`src/cls_pkg.sv`:
```
// ----------------------------------------------------------------
// Configuration load sequencer constants
// ----------------------------------------------------------------
package cls_pkg;
    // Core clock
    localparam int CORE_MHZ = 40;
    localparam int CORE_KHZ = CORE_MHZ * 1000;
    localparam int TIMER_W = 17;
    typedef logic [TIMER_W-1:0] cls_timer_type;

    // Pin timing, times as printed, cycles derived
    localparam int T_REQ2STAT_NS = 600;
    localparam int REQ2STAT_CYCLES = T_REQ2STAT_NS * CORE_MHZ / 1000;
    localparam int T_STATUS_MIN_US = 268;
    localparam int STATUS_MIN_CYCLES = T_STATUS_MIN_US * CORE_MHZ;
    localparam int T_STATUS_MAX_US = 1506;
    localparam int STATUS_MAX_CYCLES = T_STATUS_MAX_US * CORE_MHZ;
    localparam int T_CD2UM_MIN_US = 175;
    localparam int UM_MIN_CYCLES = T_CD2UM_MIN_US * CORE_MHZ;
    localparam int T_CD2UM_MAX_US = 437;
    localparam int UM_MAX_CYCLES = T_CD2UM_MAX_US * CORE_MHZ;
    localparam int INIT_CLOCK_CYCLES = 8576;
    localparam int CFG_FMAX_MHZ = 125;
    localparam int T_CD2CU_NS = 4 * 1000 / CFG_FMAX_MHZ;
    localparam int CU_CYCLES = (T_CD2CU_NS * CORE_MHZ + 999) / 1000;

    // Active serial clock maxima and half periods
    localparam int AS_F0_KHZ = 12500;
    localparam int AS_F1_KHZ = 25000;
    localparam int AS_F2_KHZ = 50000;
    localparam int AS_F3_KHZ = 100000;
    localparam int AS_HALF_MIN = 2;
    function automatic logic [3:0] as_half(input int fKhz);
        int h;
        h = (CORE_KHZ + 2 * fKhz - 1) / (2 * fKhz);
        return 4'((h < AS_HALF_MIN) ? AS_HALF_MIN : h);
    endfunction
    localparam int AS_CMD_BITS = 32;
    localparam logic [31:0] AS_READ_CMD = 32'h0300_0000;

    // Register map
    localparam logic [7:0] ADDR_CTRL = 8'h00;
    localparam logic [7:0] ADDR_LENGTH = 8'h04;
    localparam logic [7:0] ADDR_STATUS = 8'h08;
    localparam logic [7:0] ADDR_COUNT = 8'h0C;
    localparam logic [7:0] ADDR_DATA = 8'h10;
    localparam logic [11:0] CTRL_RESET = 12'h000;
    localparam logic [31:0] LENGTH_RESET = 32'h0000_0000;

    // Control fields
    localparam int CTRL_MODE = 0;
    localparam int CTRL_WIDTH = 2;
    localparam int CTRL_RATIO = 4;
    localparam int CTRL_INIT = 6;
    localparam int CTRL_SPEED = 8;
    localparam int CTRL_CHAIN = 10;
    localparam int CTRL_INITEN = 11;
    localparam logic [1:0] MODE_PS = 2'h0;
    localparam logic [1:0] MODE_FPP = 2'h1;
    localparam logic [1:0] MODE_AS = 2'h2;
    localparam logic [1:0] INIT_OSC = 2'h0;
    localparam logic [1:0] INIT_USER = 2'h1;
    localparam logic [1:0] INIT_CFG = 2'h2;

    typedef enum logic [2:0] {
        ST_POR, ST_RESET, ST_RELEASE, ST_LOAD, ST_TAIL, ST_INIT, ST_USER
    } cls_state_type;
endpackage

```
`src/cls_clkdiv.sv`:
```
`timescale 1ns/1ps
`default_nettype none
// Divider making the active serial clock; idles low
module cls_clkdiv (
    input wire logic core_clk,
    input wire logic rst_n,
    input wire logic run,
    input wire logic [3:0] halfCycles,
    output logic clkOut,
    output logic fallNext
);
    logic [3:0] cnt;
    logic wrap;

    assign wrap = (cnt == halfCycles - 4'h1);
    // Edge the shifter acts on coincides with the pin falling
    assign fallNext = run && wrap && clkOut;

    always_ff @(posedge core_clk or negedge rst_n) begin
        if (!rst_n) begin
            cnt <= 4'h0;
            clkOut <= 1'b0;
        end else if (!run) begin
            cnt <= 4'h0;
            clkOut <= 1'b0;
        end else if (wrap) begin
            cnt <= 4'h0;
            clkOut <= !clkOut;
        end else begin
            cnt <= cnt + 4'h1;
        end
    end
endmodule
`default_nettype wire

```
`src/cls_config_load_sequencer.sv`:
```
`timescale 1ns/1ps
`default_nettype none
// Summary of operation
// - User mode: lines high; request low restarts
// - Status low, done low within 600 ns
// - Status low between 268 and 1506 us
// - Status released within 1506 us after request
// - Status low through power-on delay
// - Done low from power-up through loading
// - Done high only after whole bitstream arrives
// - Init-done pin low until initialization ends
// - Passive modes capture on configuration clock rise
// - Active serial: drive and sample on falling edges
// - Active serial x4 takes four bits per clock
// - Active serial clock from oscillator, four maxima
// - Initialization counts 8576 cycles of chosen clock
// - Oscillator init: user mode 175 to 437 us
// - User clock enabled, then 8576 user cycles
// - Clock-to-data ratio 1, 2, 4 or 8
module cls_config_load_sequencer #(
    parameter cls_pkg::cls_timer_type POR_CYCLES = cls_pkg::cls_timer_type'(cls_pkg::STATUS_MIN_CYCLES),
    parameter cls_pkg::cls_timer_type STATUS_MIN_CYCLES = cls_pkg::cls_timer_type'(cls_pkg::STATUS_MIN_CYCLES),
    parameter cls_pkg::cls_timer_type INIT_OSC_CYCLES = cls_pkg::cls_timer_type'(cls_pkg::UM_MIN_CYCLES),
    parameter cls_pkg::cls_timer_type INIT_CLOCK_CYCLES = cls_pkg::cls_timer_type'(cls_pkg::INIT_CLOCK_CYCLES)
) (
    input wire logic core_clk,
    input wire logic rst_n,
    input wire logic [7:0] regAddr,
    input wire logic [31:0] regWdata,
    input wire logic regWrite,
    input wire logic regRead,
    output logic [31:0] regRdata,
    input wire logic config_request_n,
    input wire logic cfg_state_n_in,
    output logic cfg_state_n_out,
    output logic cfg_state_n_oe,
    output logic load_complete,
    input wire logic cfg_clock_in,
    output logic cfg_clock_out,
    output logic cfg_clock_oe,
    input wire logic [31:0] cfgData,
    output logic flash_io0,
    output logic flash_io0_oe,
    input wire logic [3:0] flash_io_bus,
    output logic flashSelect_n,
    input wire logic user_init_clock,
    output logic initDone_n,
    output logic initDoneOe,
    output logic userMode
);
    // ----------------------------------------------------------------
    // Pin synchronisers and edge finders
    // ----------------------------------------------------------------
    logic reqS, stateS, cfgClkS, userClkS, cfgClkQ, userClkQ;
    logic [31:0] dataS;
    logic [3:0] busS;
    logic cfgRise, cfgFall, userRise;

    cls_sync #(.WIDTH(40), .RESET_VAL({2'h3, 38'h00_0000_0000})) pinSync (
        .core_clk(core_clk),
        .rst_n(rst_n),
        .async({config_request_n, cfg_state_n_in, cfg_clock_in, user_init_clock, cfgData, flash_io_bus}),
        .synced({reqS, stateS, cfgClkS, userClkS, dataS, busS})
    );

    // Data goes through the same depth as the clock, keeping alignment
    always_ff @(posedge core_clk or negedge rst_n) begin
        if (!rst_n) begin
            cfgClkQ <= 1'b0;
            userClkQ <= 1'b0;
        end else begin
            cfgClkQ <= cfgClkS;
            userClkQ <= userClkS;
        end
    end
    assign cfgRise = cfgClkS && !cfgClkQ;
    assign cfgFall = !cfgClkS && cfgClkQ;
    assign userRise = userClkS && !userClkQ;

    // ----------------------------------------------------------------
    // Register file
    // ----------------------------------------------------------------
    logic [11:0] ctrl;
    logic [31:0] cfgLength, unitCount, lastData;
    cls_pkg::cls_state_type state, next_state;

    always_ff @(posedge core_clk or negedge rst_n) begin
        if (!rst_n) begin
            ctrl <= cls_pkg::CTRL_RESET;
            cfgLength <= cls_pkg::LENGTH_RESET;
        end else if (regWrite) begin
            if (regAddr == cls_pkg::ADDR_CTRL) ctrl <= regWdata[11:0];
            if (regAddr == cls_pkg::ADDR_LENGTH) cfgLength <= regWdata;
        end
    end

    // Read data valid only in the cycle after the strobe
    always_ff @(posedge core_clk or negedge rst_n) begin
        if (!rst_n) begin
            regRdata <= 32'h0000_0000;
        end else if (regRead) begin
            case (regAddr)
                cls_pkg::ADDR_CTRL: regRdata <= {20'h0_0000, ctrl};
                cls_pkg::ADDR_LENGTH: regRdata <= cfgLength;
                cls_pkg::ADDR_STATUS: regRdata <= {25'h000_0000, reqS, stateS, userMode, load_complete, state};
                cls_pkg::ADDR_COUNT: regRdata <= unitCount;
                cls_pkg::ADDR_DATA: regRdata <= lastData;
                default: regRdata <= 32'h0000_0000;
            endcase
        end else begin
            regRdata <= 32'h0000_0000;
        end
    end

    // ----------------------------------------------------------------
    // Control decode
    // ----------------------------------------------------------------
    logic [1:0] mode, width, ratioSel, initSel, speedSel;
    logic asMode, initEn, countReached;
    logic [3:0] asHalf;
    logic [2:0] ratioLast;

    assign mode = ctrl[cls_pkg::CTRL_MODE +: 2];
    assign width = ctrl[cls_pkg::CTRL_WIDTH +: 2];
    assign ratioSel = ctrl[cls_pkg::CTRL_RATIO +: 2];
    assign speedSel = ctrl[cls_pkg::CTRL_SPEED +: 2];
    assign initEn = ctrl[cls_pkg::CTRL_INITEN];
    assign asMode = (mode == cls_pkg::MODE_AS);
    // Configuration clock cannot time initialization in active serial
    assign initSel = (asMode && ctrl[cls_pkg::CTRL_INIT +: 2] == cls_pkg::INIT_CFG) ?
                     cls_pkg::INIT_OSC : ctrl[cls_pkg::CTRL_INIT +: 2];
    // Ratio applies to parallel mode only; serial is always one
    assign ratioLast = (mode == cls_pkg::MODE_FPP) ? 3'((4'h1 << ratioSel) - 4'h1) : 3'h0;
    assign countReached = (unitCount >= cfgLength);

    // Fastest setting refused for chains; falls back one step
    always_comb begin
        case ((speedSel == 2'h3 && ctrl[cls_pkg::CTRL_CHAIN]) ? 2'h2 : speedSel)
            2'h0: asHalf = cls_pkg::as_half(cls_pkg::AS_F0_KHZ);
            2'h1: asHalf = cls_pkg::as_half(cls_pkg::AS_F1_KHZ);
            2'h2: asHalf = cls_pkg::as_half(cls_pkg::AS_F2_KHZ);
            default: asHalf = cls_pkg::as_half(cls_pkg::AS_F3_KHZ);
        endcase
    end

    // ----------------------------------------------------------------
    // Sequencer
    // ----------------------------------------------------------------
    cls_pkg::cls_timer_type lowTimer, initCnt;
    logic [1:0] tailFalls, cuWait;
    logic initTick, initEnd;

    assign initEnd = (initSel == cls_pkg::INIT_OSC) ? (initCnt == INIT_OSC_CYCLES) : (initCnt == INIT_CLOCK_CYCLES);

    always_comb begin
        next_state = state;
        case (state)
            cls_pkg::ST_POR: if (lowTimer >= POR_CYCLES) next_state = cls_pkg::ST_RELEASE;
            cls_pkg::ST_RESET: if (reqS && lowTimer >= STATUS_MIN_CYCLES) next_state = cls_pkg::ST_RELEASE;
            cls_pkg::ST_RELEASE: if (stateS) next_state = cls_pkg::ST_LOAD;
            cls_pkg::ST_LOAD: if (countReached) next_state = asMode ? cls_pkg::ST_INIT : cls_pkg::ST_TAIL;
            cls_pkg::ST_TAIL: if (tailFalls == 2'h2) next_state = cls_pkg::ST_INIT;
            cls_pkg::ST_INIT: if (initEnd) next_state = cls_pkg::ST_USER;
            cls_pkg::ST_USER: next_state = cls_pkg::ST_USER;
            default: next_state = cls_pkg::ST_POR;
        endcase
        // A low request wins from any state
        if (!reqS) next_state = cls_pkg::ST_RESET;
    end

    always_ff @(posedge core_clk or negedge rst_n) begin
        if (!rst_n) state <= cls_pkg::ST_POR;
        else state <= next_state;
    end

    // Status low time, restarted on each entry to reset
    always_ff @(posedge core_clk or negedge rst_n) begin
        if (!rst_n) lowTimer <= '0;
        else if (next_state != state) lowTimer <= '0;
        else if (lowTimer != '1) lowTimer <= lowTimer + 1'b1;
    end

    // Two falls after done start initialization
    always_ff @(posedge core_clk or negedge rst_n) begin
        if (!rst_n) tailFalls <= 2'h0;
        else if (state != cls_pkg::ST_TAIL) tailFalls <= 2'h0;
        else if (cfgFall) tailFalls <= tailFalls + 2'h1;
    end

    // Initialization clock: oscillator, user pin after a short wait, or link clock
    assign initTick = (initSel == cls_pkg::INIT_OSC) ? 1'b1 :
                      (initSel == cls_pkg::INIT_USER) ? (cuWait == 2'(cls_pkg::CU_CYCLES) && userRise) : cfgRise;
    always_ff @(posedge core_clk or negedge rst_n) begin
        if (!rst_n) begin
            initCnt <= '0;
            cuWait <= 2'h0;
        end else if (state != cls_pkg::ST_INIT) begin
            initCnt <= '0;
            cuWait <= 2'h0;
        end else begin
            if (cuWait != 2'(cls_pkg::CU_CYCLES)) cuWait <= cuWait + 2'h1;
            if (initTick && !initEnd) initCnt <= initCnt + 1'b1;
        end
    end

    // ----------------------------------------------------------------
    // Passive capture and active serial loading
    // ----------------------------------------------------------------
    logic [2:0] ratioPhase;
    logic [5:0] asCmdCnt;
    logic asRun, asFall;

    assign asRun = asMode && state == cls_pkg::ST_LOAD && !countReached;

    cls_clkdiv asClock (
        .core_clk(core_clk),
        .rst_n(rst_n),
        .run(asRun),
        .halfCycles(asHalf),
        .clkOut(cfg_clock_out),
        .fallNext(asFall)
    );

    // Only the first rising edge of each ratio group takes a word
    always_ff @(posedge core_clk or negedge rst_n) begin
        if (!rst_n) begin
            unitCount <= 32'h0000_0000;
            lastData <= 32'h0000_0000;
            ratioPhase <= 3'h0;
            asCmdCnt <= 6'h00;
            flash_io0 <= 1'b1;
        end else if (state != cls_pkg::ST_LOAD) begin
            if (state != cls_pkg::ST_USER && state != cls_pkg::ST_INIT && state != cls_pkg::ST_TAIL) begin
                unitCount <= 32'h0000_0000;
            end
            ratioPhase <= 3'h0;
            asCmdCnt <= 6'h01;
            flash_io0 <= cls_pkg::AS_READ_CMD[31];
        end else if (asMode) begin
            if (asFall) begin
                if (asCmdCnt < 6'(cls_pkg::AS_CMD_BITS)) begin
                    flash_io0 <= cls_pkg::AS_READ_CMD[5'(6'd31 - asCmdCnt)];
                    asCmdCnt <= asCmdCnt + 6'h01;
                end else if (asCmdCnt == 6'(cls_pkg::AS_CMD_BITS)) begin
                    asCmdCnt <= asCmdCnt + 6'h01;
                end else begin
                    // Flash data sampled on the same falling edge
                    lastData <= (width == 2'h1) ? {lastData[27:0], busS} : {lastData[30:0], busS[1]};
                    unitCount <= unitCount + 32'h0000_0001;
                end
            end
        end else if (cfgRise && !countReached) begin
            ratioPhase <= (ratioPhase == ratioLast) ? 3'h0 : ratioPhase + 3'h1;
            if (ratioPhase == 3'h0) begin
                unitCount <= unitCount + 32'h0000_0001;
                if (mode == cls_pkg::MODE_PS) lastData <= {lastData[30:0], dataS[0]};
                else if (width == 2'h0) lastData <= {24'h00_0000, dataS[7:0]};
                else if (width == 2'h1) lastData <= {16'h0000, dataS[15:0]};
                else lastData <= dataS;
            end
        end
    end

    // ----------------------------------------------------------------
    // Pin drivers, all registered; status and init-done outputs tied low, enables and flags from the next state
    // ----------------------------------------------------------------
    always_ff @(posedge core_clk or negedge rst_n) begin
        if (!rst_n) begin
            cfg_state_n_out <= 1'b0;
            cfg_state_n_oe <= 1'b1;
            load_complete <= 1'b0;
            userMode <= 1'b0;
            cfg_clock_oe <= 1'b0;
            flash_io0_oe <= 1'b0;
            flashSelect_n <= 1'b1;
            initDone_n <= 1'b0;
            initDoneOe <= 1'b0;
        end else begin
            cfg_state_n_out <= 1'b0;
            cfg_state_n_oe <= (next_state == cls_pkg::ST_POR || next_state == cls_pkg::ST_RESET);
            load_complete <= (next_state == cls_pkg::ST_TAIL || next_state == cls_pkg::ST_INIT ||
                              next_state == cls_pkg::ST_USER);
            userMode <= (next_state == cls_pkg::ST_USER);
            cfg_clock_oe <= asMode && next_state == cls_pkg::ST_LOAD;
            flash_io0_oe <= asMode && next_state == cls_pkg::ST_LOAD;
            flashSelect_n <= !(asMode && next_state == cls_pkg::ST_LOAD);
            initDone_n <= 1'b0;
            initDoneOe <= initEn && (next_state == cls_pkg::ST_LOAD || next_state == cls_pkg::ST_TAIL ||
                                     next_state == cls_pkg::ST_INIT);
        end
    end

    cls_pkg::cls_timer_type lowCnt, relCnt, initElapsed;
    always_ff @(posedge core_clk or negedge rst_n) begin
        if (!rst_n) begin
            lowCnt <= '0;
            relCnt <= '0;
            initElapsed <= '0;
        end else begin
            lowCnt <= cfg_state_n_oe ? lowCnt + 1'b1 : '0;
            relCnt <= (state == cls_pkg::ST_RESET && reqS) ? relCnt + 1'b1 : '0;
            initElapsed <= (state == cls_pkg::ST_INIT) ? initElapsed + 1'b1 : '0;
        end
    end
endmodule
`default_nettype wire

```
`src/cls_sync.sv`:
```
`timescale 1ns/1ps
`default_nettype none
// Two-stage synchroniser for pins from outside the core clock
module cls_sync #(
    parameter int WIDTH = 1,
    parameter logic [WIDTH-1:0] RESET_VAL = '0
) (
    input wire logic core_clk,
    input wire logic rst_n,
    input wire logic [WIDTH-1:0] async,
    output logic [WIDTH-1:0] synced
);
    logic [WIDTH-1:0] meta;

    // First stage feeds only the second
    always_ff @(posedge core_clk or negedge rst_n) begin
        if (!rst_n) begin
            meta <= RESET_VAL;
            synced <= RESET_VAL;
        end else begin
            meta <= async;
            synced <= meta;
        end
    end
endmodule
`default_nettype wire

```
`config.mk`:
```
export PLATFORM = sky130hd
export DESIGN_NAME = cls_config_load_sequencer
export DESIGN_NICKNAME = d
export VERILOG_FILES = /design/src/cls_pkg.sv /design/src/cls_clkdiv.sv /design/src/cls_config_load_sequencer.sv /design/src/cls_sync.sv
export SDC_FILE = /design/constraint.sdc
export NUM_CORES = 1
export LEC_CHECK = 0
export BUFFER_PORTS_ARGS = -buffer_cell sky130_fd_sc_hd__buf_2
export CORE_MARGIN = 2
export CORE_UTILIZATION = 40
export CTS_CLUSTER_SIZE = 8
export DETAILED_ROUTE_END_ITERATION = 16
export GPL_TIMING_DRIVEN = 0
export HOLD_SLACK_MARGIN = 0.05
export PLACE_DENSITY = 0.54
export SETUP_SLACK_MARGIN = 0.3
export SYNTH_ARGS = -nofsm -noshare
export SYNTH_HDL_FRONTEND = slang
export SYNTH_SLANG_ARGS = --single-unit
```
`constraint.sdc`:
```
create_clock -name core_clk -period 3.95 [get_ports core_clk]
set_input_delay 0.1975 -clock core_clk [delete_from_list [all_inputs] [get_ports core_clk]]
set_output_delay 0.1975 -clock core_clk [all_outputs]
set_load 0.05 [all_outputs]
```
Word level (Yosys, flattened, before mapping)
Memories as Yosys holds them, arrays and structs flattened.
Cells that the tools add are included.
- bits in registers: 284
- ROM bits: 32
- output and inout port bits: 43
- logic and storage cells: 200
- memories: 1
- add/sub/neg operators: 10
- magnitude comparators: 4
- equal/unequal tests: 43
- shifts and indexed selects: 1
- multiplexer cells: 60
- bitwise operators: 1
- reduce and logical (&&, ||, !) cells: 55
- memories (name ; words ; bits a word ; rd ports ; clocked after memory_dff ; write ports ; line ; source):
    (no name shown) ; 32 ; 1 ; 1 ; 0 ; 0 ; cls_config_load_sequencer.sv:242 ; flash_io0 <= cls_pkg::AS_READ_CMD[5'(6'd31 - asCmdCnt)];
- operators with widths (operator ; number):
    $mux 32 ; 19
    $pmux 32 s5 ; 1
    $mux 17 ; 4
    $mux 3 ; 12
    $add 17x1->17 const B ; 2
    $add 32x1->32 const B ; 1
    $ge 32x32->1 ; 1
    $mux 6 ; 5
    $pmux 3 s7 ; 1
    $reduce_bool 2->1 ; 10
    $eq 3x3->1 const B ; 6
    $eq 17x13->1 const B ; 1
    $eq 17x14->1 const B ; 1
    $ge 17x14->1 const B ; 1
    $ne 17x17->1 const B ; 1
    $eq 8x4->1 const B ; 2
    $logic_and 1x1->1 ; 16
    $ne 3x3->1 const B ; 5
    $reduce_and 6->1 ; 2
    $mux 1 ; 11
    $mux 2 ; 5
    $eq 3x2->1 const B ; 3
    $logic_not 3->1 ; 3
    $reduce_bool 3->1 ; 3
    other kinds (30) ; 58

Longest topological paths before layout
- word-level depth: 12
- depth in mapped cells: 11
- mapped depth without buffers: 11

Hierarchy
A second synthesis with hierarchy kept.
- cells, all modules: 1202
- area, all modules: 13183.9 µm²
- by module, submodules not included (module ; times used ; cells an instance ; area an instance (µm²) ; sequential area each (µm²)):
    cls_config_load_sequencer ; 1 ; 1092 ; 10870.4 ; 4983.5
    cls_sync ; 1 ; 80 ; 2006.9 ; 2006.9
    cls_clkdiv ; 1 ; 30 ; 306.5 ; 125.1

Worst setup path after synthesis
Ideal clock, no wire load.
- path type: register -> register
- start: reg unitCount[0]
- end: reg lastData[10]
- data arrival time: 2.618 ns
- data required time: 3.822 ns
- setup slack: 1.205 ns
- cell stages (with the launch flop): 10
- path buffers: 1
- clock period less this slack: 2.745 ns
- cell sequence: dfrtp_1 > inv_1 > ha_1 > nand2b_1 > a2111oi_2 > nor3_1 > o41ai_4 > nand4_2 > buf_2 > mux2_1
- word-level cells in the longest chain between the ends: 7
- elaborated cells on any way between the ends: 9
- ends and longest elaborated chain (item ; line ; source):
    from (decl) ; cls_config_load_sequencer.sv:84 ; logic [31:0] cfgLength, unitCount, lastData;
    from (signal assigned) ; cls_config_load_sequencer.sv:249 ; unitCount <= unitCount + 32'h0000_0001;
    from (signal assigned) ; cls_config_load_sequencer.sv:255 ; unitCount <= unitCount + 32'h0000_0001;
    $ge 32x32->1 * ; cls_config_load_sequencer.sv:134 ; assign countReached = (unitCount >= cfgLength);
    $logic_not 1->1 * ; cls_config_load_sequencer.sv:213, cls_config_load_sequencer.sv:252 ;
    $logic_and 1x1->1 ; cls_config_load_sequencer.sv:213 ; assign asRun = asMode && state == cls_pkg::ST_LOAD && !countReached;
    $logic_and 1x1->1 (2 in a row) ; cls_clkdiv.sv:17 ; assign fallNext = run && wrap && clkOut;
    $ne 2x1->1 (no source line) ; n/a ;
    $reduce_and 6->1 (no source line) * ; n/a ;
    to (signal assigned) ; cls_config_load_sequencer.sv:248 ; lastData <= (width == 2'h1) ? {lastData[27:0], busS} : {lastData[30:0], busS[1]};
    to (signal assigned) ; cls_config_load_sequencer.sv:256 ; if (mode == cls_pkg::MODE_PS) lastData <= {lastData[30:0], dataS[0]};
    to (signal assigned) ; cls_config_load_sequencer.sv:257 ; else if (width == 2'h0) lastData <= {24'h00_0000, dataS[7:0]};
    to (decl) ; cls_config_load_sequencer.sv:84 ;
Mark *: on every way between the ends. The rest lies on a longest branch, timed or not.
A chain may end at the register's enable or synchronous reset.

Worst setup path in the final report
- start: reg unitCount[0]
- end: reg lastData[3]
The elaborated chain is that of the path after synthesis.

==> out/results.txt <==
Cell Rows = 67
Worst Path Class, Setup = flip-flop to flip-flop
largest net degree at the start of global routing = 111
worst skew pair latency = 0.54 ns
headroom to the max-slew limit = 45.5%
layout cells sized above 1 = 16.2%
number of max-cap violations = 0
Crit-path slowest cell = o41ai_4
count leader, synth = dfrtp_1
CTS root buf = clkbuf_16
n_diodes = 0
Final Max Slew Viols = 0
post-synthesis cell count = 1257
synthesized flop and latch total = 284
Worst Setup SP = unitCount[0]
Achievable Freq = 288 MHz
Worst path max stage delay = 0.61 ns
worst slew pin tran = 0.814 ns
first-pass GRT wire length = 58.8 mm
crit path DAT = 3.87 ns
WHS = 0.133 ns
synth cell count leaders = dfrtp_1 (277), nand2_1 (129), mux2i_1 (74)
TNS Setup = 0 ns
CTS clk-pin slew, worst paths = 0.05 ns
Fillers = 3041
RSZ-0062 raised after global routing = no
register area share after synthesis = 52.5%
via count = 10500
Setup violations, final = 0
EDFF count, synth = 0
status = finished, final reports clean
WP data required = 4.35 ns
Power Density = 392 nW/µm²
Routed WL = 36.1 mm
asr flop ratio synth = 100%
share of Yosys cell area claimed by the top area cell type = 51.1%
gpl congestion = 0.811
DR iter-0 viols = 722
crit start category = flip-flop
final instance area = 16600 µm²
total congestion overflow = 0
skew final = 0.0177 ns
Final min period = 3.47 ns
class of the worst hold path = input port to flip-flop
hpwl dp = 25.4 mm
GRT Total Usage = 20.8%
Port Buf Inserts = 123
Hold Crit Start = regWrite
post-route ant nets = 0
Initial Utilization = 40.5%
Cells after DPL = 1831
postcts setup bufs = 0
Core Area = 33400 µm²
CTS max path bufs = 3
Post-Place Cell Area = 14800 µm²
Area growth syn-to-layout = 22.7%
IO Count = 127
yosys warns = 0
H-Tree Level Count = 2
Area contributors post-synth = dfrtp_1 (51%), mux2i_1 (5.5%), ha_1 (4.2%)
DIE AREA = 35400 µm²
synth unique cells = 74
vias in the first global route = 10800
Max VDD drop = 0.312 mV
total CTS buffers = 41
Die Wd = 188 µm
fin crit share = 87.9%
CTS tree = done
critical-path cell list = inv_1 -> ha_1 -> nand2b_1 -> a2111oi_2 -> nor3_1 -> o41ai_4 -> nand4_2 -> buf_2 -> mux2_1
maximum fanout along the worst path = 10
Most Crowded Layer GR = met2
met1 usage = 29.6%
Sink Count = 284
# DRC = 0
global routing usage on met2 = 32.7%
DR WL/cell = 18.4 µm
Via density = 5.33
Avg Cell Area, Syn = 10.8 µm²
Reg2Reg Launch Point = unitCount[0]
initial antenna violation count = 0
final-stage net count = 1628
post-synthesis cell area = 13600 µm²
router iterations before antenna repair = 8
Main synth FF type = dfrtp_1
dominant cell type by area after synthesis = dfrtp_1
Final Hold Viols = 0
die height = 188 µm
met3 global-route usage = 3.28%
Leak = 7.74 nW
Final Non-Filler Cells = 1962
Pwr Total = 0.00652 W
crit end category = flip-flop
## cell type report
class	instances	area, µm²	area share [%]
Buffer	69	280	1.68
Clock buffer	56	1080	6.50
Clock inverter	2	17.5	0.105
Inverter	54	203	1.22
Multi-Input combinational cell	851	5970	35.9
Sequential cell	284	7120	42.8
Tap cell	448	561	3.37
Timing Repair Buffer	198	1410	8.48
## stage by stage
step / utilization (%) / setup WS, ns
floorplan: - / 1.20
global placement: 44.1 / -2.79
detailed placement: 44.3 / 0.391
CTS: 49.7 / 0.369
global route: 49.7 / 0.306
finish: 49.7 / 0.480
## kinds of logic (layout without fill, tap and decap cells)
family | Yosys count | count (layout) | share of synthesized area [%]
muxes | 152 | 152 | 11.9
AOI/OAI and AO/OA | 177 | 177 | 9.46
xor gates and xnor gates | 31 | 31 | 2.00
and+or+nand+nor | 444 | 444 | 16.4
other | 1 | 2 | 0.0277
buffers and inverters | 123 | 379 | 3.56
DFF | 284 | 284 | 52.5
adders and majority gates | 45 | 45 | 4.15
## worst max-delay path, delay by kind of cell, from the launching register on
kind / cells / cell delay [ns]
AOI/OAI and AO/OA: 2 / 0.97
and+or+nand+nor: 3 / 0.78
buffers and inverters: 2 / 0.49
DFF: 1 / 0.46
muxes: 1 / 0.34
adders and majority gates: 1 / 0.28
## sequential cells by signal, indices dropped and copies added, names as in the netlist, 2 cells and up
register / cells
unitCount: 32
lastData: 32
ratioPhase: 3
cfgLength: 32
ctrl: 12
tailFalls: 2
lowTimer: 17
asCmdCnt: 6
pinSync.meta: 40
state: 3
asClock.cnt: 4
initCnt: 17
regRdata: 32
pinSync.synced: 40
cuWait: 2
## layer usage
| metal | routed length (µm) | vias up |
|---|---|---|
| li1 | - | 5001 |
| met1 | 16900 | 5141 |
| met2 | 16600 | 260 |
| met3 | 1760 | 55 |
| met4 | 794 | 0 |
| met5 | 0 | - |
## cell usage in the layout, fill, tap and decap left out, types with 8 or more instances in the layout
cell type,Yosys,routed
a21oi_1,38,38
a222oi_1,25,25
and2_1,9,9
and3_1,18,18
and4_1,8,8
buf_1,8,8
buf_2,7,129
clkbuf_1,50,65
clkbuf_16,0,41
dfrtp_1,277,277
dlygate4sd3_1,0,73
ha_1,45,45
inv_1,54,54
mux2_1,30,30
mux2_2,48,48
mux2i_1,74,74
nand2_1,129,129
nand2b_1,30,30
nand3_1,37,37
nand4_1,47,47
nor2_1,72,72
nor2b_1,11,11
nor3_1,50,50
nor4_1,9,9
o21ai_0,44,44
xnor2_1,13,13
xor2_1,18,18
## what timing repair did
action	CTS	global route
hold endpoints to repair	149	0
gates resized for setup	0	1
hold buffers	73	0
endpoints found under the setup margin	0	30
## power breakdown
part | switching (W) | leakage (nW) | internal, W
clock | 0.00124 | 0.532 | 0.00187
sequential | 0.0000337 | 3.74 | 0.00298
combinational | 0.000235 | 3.47 | 0.000154
total | 0.00151 | 7.74 | 0.00501
## worst paths after layout
kind | to | slack (ns) | depth (start not counted)
max reg2reg | lastData[3] | 0.48 | 9
min reg2reg | pinSync.synced[22] | 0.34 | 0
max in group asynchronous | pinSync.synced[10] | 2.80 | 3
min in group asynchronous | lowTimer[7] | 0.19 | 2
max | lastData[3] | 0.48 | 9
min | ctrl[11] | 0.13 | 3
No activity file was read; power rests on OpenSTA's default activity.
